### src/include/rhp_pkg.sv
package rhp_pkg;
  // Command codes seen on the controller's command port.
  localparam logic [7:0] RHP_CMD_READ  = 8'h13;
  localparam logic [7:0] RHP_CMD_WRITE = 8'h93;
  localparam int unsigned RHP_NUM_PORTS = 2;
  // Field positions inside the 32-bit register.
  localparam int unsigned RHP_MASK_LSB  = 16;
  localparam int unsigned RHP_FIXED_LSB = 0;
  localparam int unsigned RHP_FIELD_W   = 3;
  // Values after reset; implementation specific, software reprograms them.
  localparam logic [2:0] RHP_MASK_RESET  = 3'h0;
  localparam logic [2:0] RHP_FIXED_RESET = 3'h0;
  localparam logic [2:0] RHP_POWER_RESET = 3'h0;
  localparam logic [31:0] RHP_RDATA_RESET = 32'h0000_0000;
  localparam logic [2:0] RHP_PORT_BITS   = 3'h6;

  // Power command strobes for the ports; bit n of a vector is port n, bit 0 unused.
  typedef struct packed {
    logic       all_on;
    logic       all_off;
    logic [2:0] port_on;
    logic [2:0] port_off;
  } rhp_power_cmd_t;

  typedef enum logic {RHP_IDLE, RHP_BUSY} rhp_state_t;
endpackage : rhp_pkg

### src/design/rhp_port_config.sv
// How it works
// - Command 13 hex returns the 32-bit register on the next cycle and 93 hex writes it.
// - In per-port mode a masked port changes power only on its own per-port command.
// - In per-port mode an unmasked port changes power only on the global commands.
// - In global mode the mask is ignored and every port follows the global commands.
// - Mask bit 2 is port 2, bit 1 is port 1, bit 0 has no port.
// - A fixed-device bit reads one for a permanent device and zero for a removable one.
// - Fixed-device bit 2 is port 2, bit 1 is port 1, bit 0 has no port.
// - Bits 31 to 19 and 15 to 3 are reserved; only 18, 17, 2 and 1 are writable, bits 16 and 0 drop writes.
// - Select bit zero powers all ports together, one powers masked ports individually.
// - In per-port mode a global power-on sets only unmasked ports.
// - In per-port mode a global power-off clears only unmasked ports.
`timescale 1ns/100ps
module rhp_port_config
  import rhp_pkg::*;
(
  input  wire logic           clk,
  input  wire logic           reset_n,
  input  wire logic           cmd_valid,
  input  wire logic [7:0]     cmd_code,
  input  wire logic [31:0]    cmd_wdata,
  input  wire logic           switch_select_bit,
  input  wire rhp_power_cmd_t power_cmd,
  output logic [31:0]         cmd_rdata,
  output logic                cmd_rvalid,
  output logic [2:0]          port_powered_flag,
  output logic [2:0]          fixed_device_flags
);

  logic [2:0]  port_power_mask;
  logic [2:0]  next_powered;
  logic [31:0] reg_image;
  logic [2:0]  wr_mask;
  logic [2:0]  wr_fixed;
  logic        do_write;
  logic        do_read;
  logic        other_code;

  // True when a strobed command carries the given code; shared by the read and write decode.
  function automatic logic cmd_hit(input logic valid, input logic [7:0] code,
                                   input logic [7:0] want);
    return valid && (code == want);
  endfunction : cmd_hit

  // True when a port is steered by its own per-port commands; global mode ignores the mask.
  function automatic logic port_masked(input logic sel, input logic mask_bit);
    return sel && mask_bit;
  endfunction : port_masked

  // Command decode; any other code leaves this register untouched.
  assign do_write   = cmd_hit(cmd_valid, cmd_code, RHP_CMD_WRITE);
  assign do_read    = cmd_hit(cmd_valid, cmd_code, RHP_CMD_READ);
  assign other_code = cmd_valid && !do_write && !do_read;

  // Write fields cut from the data word; only port bits survive, so bit 0 drops writes.
  assign wr_mask  = cmd_wdata[RHP_MASK_LSB +: RHP_FIELD_W] & RHP_PORT_BITS;
  assign wr_fixed = cmd_wdata[RHP_FIXED_LSB +: RHP_FIELD_W] & RHP_PORT_BITS;

  // Read image: reserved positions are forced to zero.
  assign reg_image = {13'h0000, port_power_mask, 13'h0000, fixed_device_flags};

  // Field storage; only port bits are kept so bit 0 and reserved bits drop writes.
  always_ff @(posedge clk or negedge reset_n) begin
    if (!reset_n) begin
      port_power_mask    <= RHP_MASK_RESET;
      fixed_device_flags <= RHP_FIXED_RESET;
    end else if (do_write) begin
      port_power_mask    <= wr_mask;
      fixed_device_flags <= wr_fixed;
    end
  end

  // Read answer one cycle after the command, held until the next read.
  always_ff @(posedge clk or negedge reset_n) begin
    if (!reset_n) begin
      cmd_rdata  <= RHP_RDATA_RESET;
      cmd_rvalid <= 1'b0;
    end else begin
      cmd_rvalid <= do_read;
      if (do_read) begin
        cmd_rdata <= reg_image;
      end
    end
  end

  // Per-port power steering; off wins over on when both arrive for one port.
  genvar g;
  generate
    for (g = 1; g <= RHP_NUM_PORTS; g++) begin : g_port
      logic masked;
      logic turn_on;
      logic turn_off;
      // Global mode ignores the mask entirely.
      assign masked   = port_masked(switch_select_bit, port_power_mask[g]);
      assign turn_on  = masked ? power_cmd.port_on[g] : power_cmd.all_on;
      assign turn_off = masked ? power_cmd.port_off[g] : power_cmd.all_off;
      assign next_powered[g] = turn_off ? 1'b0 : (turn_on ? 1'b1 : port_powered_flag[g]);
    end
  endgenerate
  assign next_powered[0] = 1'b0;

  // Powered flags; after reset every port stays unpowered until a command asks for power.
  // The flags are registered so the power switches never see a decode glitch.
  always_ff @(posedge clk or negedge reset_n) begin
    if (!reset_n) begin
      port_powered_flag <= RHP_POWER_RESET;
    end else begin
      port_powered_flag <= next_powered;
    end
  end

  // Checks next to the logic.
  a_read_answer: assert property (@(posedge clk) disable iff (!reset_n)
    do_read |=> (cmd_rvalid && cmd_rdata == $past(reg_image)))
    else $error("read answer wrong");
  a_write_takes: assert property (@(posedge clk) disable iff (!reset_n)
    do_write |=> (port_power_mask == ($past(cmd_wdata[18:16]) & 3'h6)))
    else $error("write not stored");
  a_reserved_zero: assert property (@(posedge clk) disable iff (!reset_n)
    cmd_rvalid |-> (cmd_rdata[31:19] == 13'h0000 && cmd_rdata[15:3] == 13'h0000
                    && cmd_rdata[16] == 1'b0 && cmd_rdata[0] == 1'b0))
    else $error("reserved bit set");
  a_masked_hold: assert property (@(posedge clk) disable iff (!reset_n)
    (switch_select_bit && port_power_mask[1] && !power_cmd.port_on[1] && !power_cmd.port_off[1])
    |=> $stable(port_powered_flag[1]))
    else $error("masked port moved on global");
  a_global_on: assert property (@(posedge clk) disable iff (!reset_n)
    (!switch_select_bit && power_cmd.all_on && !power_cmd.all_off) |=> port_powered_flag[2:1] == 2'h3)
    else $error("global on missed");
  a_unmasked_off: assert property (@(posedge clk) disable iff (!reset_n)
    (switch_select_bit && !port_power_mask[2] && power_cmd.all_off) |=> !port_powered_flag[2])
    else $error("global off missed");
  a_unmasked_on: assert property (@(posedge clk) disable iff (!reset_n)
    (switch_select_bit && !port_power_mask[1] && power_cmd.all_on && !power_cmd.all_off)
    |=> port_powered_flag[1])
    else $error("global on missed unmasked");
  a_port_bit0: assert property (@(posedge clk) disable iff (!reset_n)
    !port_powered_flag[0] && !fixed_device_flags[0])
    else $error("bit 0 set");

  // The answer strobe only follows a read, and the held data only moves on a read.
  a_read_quiet: assert property (@(posedge clk) disable iff (!reset_n)
    !do_read |=> !cmd_rvalid)
    else $error("read answer without a read");
  a_read_holds: assert property (@(posedge clk) disable iff (!reset_n)
    !do_read |=> $stable(cmd_rdata))
    else $error("read data moved without a read");
  a_other_quiet: assert property (@(posedge clk) disable iff (!reset_n)
    other_code |=> (!cmd_rvalid && $stable(port_power_mask) && $stable(fixed_device_flags)))
    else $error("foreign code acted on");
  a_write_silent: assert property (@(posedge clk) disable iff (!reset_n)
    do_write |=> !cmd_rvalid)
    else $error("write gave a read answer");

  // Field positions are written out as numbers here, so a wrong package offset shows up.
  // A write of all ones must still leave bit 0 of both fields clear.
  a_read_fields: assert property (@(posedge clk) disable iff (!reset_n)
    do_read |=> (cmd_rdata[18:16] == $past(port_power_mask)
                 && cmd_rdata[2:0] == $past(fixed_device_flags)))
    else $error("read fields misplaced");
  a_fixed_write: assert property (@(posedge clk) disable iff (!reset_n)
    do_write |=> (fixed_device_flags == ($past(cmd_wdata[2:0]) & 3'h6)))
    else $error("fixed field not stored");
  a_fields_hold: assert property (@(posedge clk) disable iff (!reset_n)
    !do_write |=> ($stable(port_power_mask) && $stable(fixed_device_flags)))
    else $error("field moved without a write");
  a_mask_bit0: assert property (@(posedge clk) disable iff (!reset_n)
    !port_power_mask[0])
    else $error("mask bit 0 set");

  // Global mode: both ports follow the global commands whatever the mask holds.
  a_global_off: assert property (@(posedge clk) disable iff (!reset_n)
    (!switch_select_bit && power_cmd.all_off) |=> port_powered_flag[2:1] == 2'h0)
    else $error("global mode off missed");
  a_global_hold: assert property (@(posedge clk) disable iff (!reset_n)
    (!switch_select_bit && !power_cmd.all_on && !power_cmd.all_off)
    |=> $stable(port_powered_flag))
    else $error("port moved without a global command");

  // Per-port mode, masked port: only its own commands move it, and off beats on.
  // Off wins so that a port being cut never stays powered through a racing on request.
  a_masked_on: assert property (@(posedge clk) disable iff (!reset_n)
    (switch_select_bit && port_power_mask[2] && power_cmd.port_on[2] && !power_cmd.port_off[2])
    |=> port_powered_flag[2])
    else $error("masked port 2 missed its on");
  a_port1_masked_on: assert property (@(posedge clk) disable iff (!reset_n)
    (switch_select_bit && port_power_mask[1] && power_cmd.port_on[1] && !power_cmd.port_off[1])
    |=> port_powered_flag[1])
    else $error("masked port 1 missed its on");
  a_masked_off: assert property (@(posedge clk) disable iff (!reset_n)
    (switch_select_bit && port_power_mask[1] && power_cmd.port_off[1])
    |=> !port_powered_flag[1])
    else $error("masked port 1 missed its off");
  a_port2_masked_off: assert property (@(posedge clk) disable iff (!reset_n)
    (switch_select_bit && port_power_mask[2] && power_cmd.port_off[2])
    |=> !port_powered_flag[2])
    else $error("masked port 2 missed its off");
  a_port2_masked_hold: assert property (@(posedge clk) disable iff (!reset_n)
    (switch_select_bit && port_power_mask[2] && !power_cmd.port_on[2] && !power_cmd.port_off[2])
    |=> $stable(port_powered_flag[2]))
    else $error("masked port 2 moved on global");

  // Per-port mode, unmasked port: per-port commands alone leave it, global ones move it.
  // This keeps a shared supply under one switch while other ports run on their own.
  a_unmasked_hold: assert property (@(posedge clk) disable iff (!reset_n)
    (switch_select_bit && !port_power_mask[2] && !power_cmd.all_on && !power_cmd.all_off)
    |=> $stable(port_powered_flag[2]))
    else $error("unmasked port 2 moved on per-port command");
  a_port1_unmasked_hold: assert property (@(posedge clk) disable iff (!reset_n)
    (switch_select_bit && !port_power_mask[1] && !power_cmd.all_on && !power_cmd.all_off)
    |=> $stable(port_powered_flag[1]))
    else $error("unmasked port 1 moved on per-port command");
  a_port2_unmasked_on: assert property (@(posedge clk) disable iff (!reset_n)
    (switch_select_bit && !port_power_mask[2] && power_cmd.all_on && !power_cmd.all_off)
    |=> port_powered_flag[2])
    else $error("unmasked port 2 missed global on");
  a_port1_unmasked_off: assert property (@(posedge clk) disable iff (!reset_n)
    (switch_select_bit && !port_power_mask[1] && power_cmd.all_off)
    |=> !port_powered_flag[1])
    else $error("unmasked port 1 missed global off");

endmodule : rhp_port_config

### config.mk
export PLATFORM = sky130hd
export DESIGN_NAME = rhp_port_config
export DESIGN_NICKNAME = d
export VERILOG_FILES = /design/src/include/rhp_pkg.sv /design/src/design/rhp_port_config.sv
export SDC_FILE = /design/constraint.sdc
export NUM_CORES = 1
export LEC_CHECK = 0
export ABC_CLOCK_PERIOD_IN_PS = 1300
export BUFFER_PORTS_ARGS = -buffer_cell sky130_fd_sc_hd__buf_2
export CORE_UTILIZATION = 32
export DETAILED_ROUTE_END_ITERATION = 10
export PLACE_DENSITY = 0.79
export SLEW_MARGIN = 20
export SYNTH_ARGS = -nofsm -noshare
export SYNTH_HDL_FRONTEND = slang
export SYNTH_SLANG_ARGS = --single-unit
### constraint.sdc
create_clock -name clk -period 1.3 [get_ports clk]
set_input_delay 0.065 -clock clk [delete_from_list [all_inputs] [get_ports clk]]
set_output_delay 0.065 -clock clk [all_outputs]
set_load 0.03 [all_outputs]
==> impl_summary.log <==
[metrics] Site Rows: 17
[metrics] CTS root buf: sky130_fd_sc_hd__clkbuf_4
[metrics] maximum frequency from static timing analysis: 939 MHz
[metrics] terminating pin of the worst hold path: cmd_rvalid
[metrics] die span in y: 50.7 um
[metrics] maximum resistive drop on vdd: 0.000648 V
[metrics] number of cells produced by synthesis: 65
[metrics] reg-to-reg critical path startpoint: port_power_mask[2]
[metrics] total power per unit cell area: 919 nW/um^2
[metrics] worst reg2reg path endpoint: port_powered_flag[2]
[metrics] Clock Sink Count: 11
[metrics] cells resized by post-CTS repair: 0
[metrics] P_leak: 0.517 nW
[metrics] share of the core filled with cells in the final layout: 0.395
[metrics] initial antenna violation count: 0
[metrics] top-area cell type share of the netlist area: 0.363
[metrics] least setup slack across all paths after layout: 0.235 ns
[metrics] Hold Crit Depth: 2
[metrics] setup_tns: 0 ns
[metrics] fill cell total of the finished layout: 231
[metrics] Initial DRC Count: 7
[metrics] final antenna diode count: 0
[metrics] global-route wire length before repair: 2.04 mm
[metrics] deepest level of the CTS H-tree: 1
[metrics] type of destination of the critical path: register
[metrics] Core Region: 2210 um^2
[metrics] instance count after placement with tap cells included: 122
[metrics] startpoint of the most critical hold path: cmd_code[7]
[metrics] Max-cap violations: 0
[metrics] worst slack at placement: 0.0225 ns
[metrics] outcome: finished clean
[metrics] maximum fanout along the worst path: 5
[metrics] post-route DRC violation count: 0
[metrics] clock latency at the later pin of the worst-skew pair: 0.26 ns
[metrics] max-slew violation count: 0
[metrics] number of global-route vias before repair: 497
[metrics] fraction of final layout cells sized beyond drive strength 1: 0.450
[metrics] syn_area_per_cell: 11.7 um^2
[metrics] Placed Area: 827 um^2
[metrics] All-Layer GR Usage: 0.110
[metrics] register-to-register setup slack: 0.23 ns
[metrics] number of CTS-inserted buffers: 3
[metrics] total detailed-routing wirelength: 1.29 mm
[metrics] via count normalized by instance count: 4.03
[metrics] Non-Filler Cell Area, Final: 873 um^2
[metrics] summed instance area of the synthesized netlist: 758 um^2
[metrics] area of the die: 2570 um^2
[metrics] cells taking the most area after synthesis: sky130_fd_sc_hd__dfrtp_1 (36%), sky130_fd_sc_hd__buf_4 (30%), sky130_fd_sc_hd__mux2_4 (7.9%)
[metrics] GRT Residual Overflow: 0
[metrics] post-route clock skew: 0.00267 ns
[metrics] count of buffers from port buffering: 30
[metrics] number of top-level pins: 91
[metrics] synth unique cells: 12
[metrics] critical path type: register to register
[metrics] total via count in the routed design: 516
[metrics] kind of launch point of the worst setup path: register
[metrics] Period Utilization, post-route: 0.819
[metrics] initial cell density of the core: 0.343
[metrics] Finish-stage setup viols: 0
[metrics] YS warnings: 0
[metrics] critical path required time: 1.44 ns
[metrics] iteration count of the initial detailed-routing pass: 3
[metrics] post-layout minimum cycle time: 1.07 ns
[metrics] TritonCTS clock tree: yes
[metrics] largest net degree at the start of global routing: 12
[metrics] flop and latch count out of synthesis: 11
[metrics] half-perimeter wire length after placement: 1.07 mm
[metrics] Horiz. Die Dim: 50.7 um
[metrics] Final Non-Filler Cells: 128
[metrics] wire length per cell after detailed routing: 10.0 um
[metrics] CP Data Arrival Time: 1.20 ns
[metrics] post-CTS clock slew at the launch and capture registers of the worst setup and hold paths: 0.07 ns
[metrics] unrepaired setup endpoints after global routing: false
[metrics] fraction of the yosys area taken by sequential cells: 0.363
[metrics] post-detailed-route count of antenna-violating nets: 0
[metrics] worst min-delay path category: input pin to register
[metrics] library cell with the largest summed area after synthesis: sky130_fd_sc_hd__dfrtp_1
[metrics] r2r worst-path depth: 3
[metrics] fin nets: 153
[metrics] count of final hold-check violations: 0
[metrics] Area growth, synth to finish: 15.2%
[metrics] routability congestion estimate: 0.655
[metrics] Clock Path Buffers: 2
worst max-delay path, stage by stage, from the launching register on:
cell                       delay, ns
sky130_fd_sc_hd__dfrtp_1        0.43
sky130_fd_sc_hd__and3_1         0.19
sky130_fd_sc_hd__a211oi_1       0.24
sky130_fd_sc_hd__a211oi_1       0.09
state kept, by name, summed over array words and instances (netlist names):
name / count
cmd_rvalid: 1
port_powered_flag: 2
fixed_device_flags: 2
port_power_mask: 2
cmd_rdata: 4
area by class of cell:
cell class / count / area [um^2] / area share
Clock buffer: 4 / 26.3 / 0.0301
Inverter: 1 / 3.75 / 0.00430
Tap cell: 28 / 35.0 / 0.0401
Multi-Input combinational cell: 52 / 363 / 0.415
Sequential cell: 11 / 275 / 0.315
Timing Repair Buffer: 32 / 170 / 0.195
layout by cell type, fill, tap and decap left out, drive strengths merged:
master,Yosys,final
a211oi,4,4
buf,30,30
nand2,2,2
or3,1,1
conb,1,30
mux2,8,8
inv,1,1
dlygate4sd3,0,2
and3,4,4
clkbuf,0,4
nand4bb,2,2
dfrtp,11,11
nor3,1,1
what timing repair did:
action | in CTS | in global routing
hold buffers | 2 | 0
setup endpoints to repair | 0 | 0
hold endpoints to repair | 13 | 0
buffers inserted | 0 | 0
layer usage:
metal	vias to the layer above	GRT usage	routed length, um
met5	-	0	0
met4	0	0.0417	8
met3	2	0.0394	149
met2	46	0.198	640
met1	237	0.116	487
li1	231	-	-
kinds of logic after synthesis:
| group | synth area share |
|---|---|
| buffers and inverters | 0.302 |
| DFF | 0.363 |
| and+or+nand+nor | 0.152 |
| muxes | 0.139 |
| AOI/OAI and AO/OA | 0.0396 |
| other | 0.00495 |
synthesized netlist by cell type, drive strengths merged:
cell / count
buf: 30
and3: 4
or3: 1
a211oi: 4
nor3: 1
conb: 1
mux2: 8
nand4bb: 2
nand2: 2
inv: 1
dfrtp: 11
per-stage QoR:
step | hold WS, ns | power (mW)
3_3_place_gp | -0.0594 | 0.575
4_1_cts | 0.0172 | 0.816
2_1_floorplan | -0.231 | 0.593
3_5_place_dp | -0.0550 | 0.582
6_report | 0.0279 | 0.802
5_1_grt | 0.0223 | 0.856
worst max path at each step:
stage | startpoint | to | slack, ns
finish | port_power_mask[2] | port_powered_flag[2] | 0.23
global route | port_power_mask[2] | port_powered_flag[2] | 0.16
CTS | port_power_mask[2] | port_powered_flag[2] | 0.26
global placement | cmd_code[6] | fixed_device_flags[1] | 0.05
detailed placement | cmd_code[6] | fixed_device_flags[2] | 0.02
floorplan | cmd_code[6] | fixed_device_flags[1] | 0.17
report_power, final:
| part | internal [mW] | switching [mW] | total (mW) |
|---|---|---|---|
| Clock | 0.118 | 0.104 | 0.222 |
| Sequential | 0.353 | 0.00931 | 0.362 |
| Combinational | 0.0537 | 0.164 | 0.218 |
| Total | 0.525 | 0.277 | 0.802 |
(Power assumes the default switching activity.)
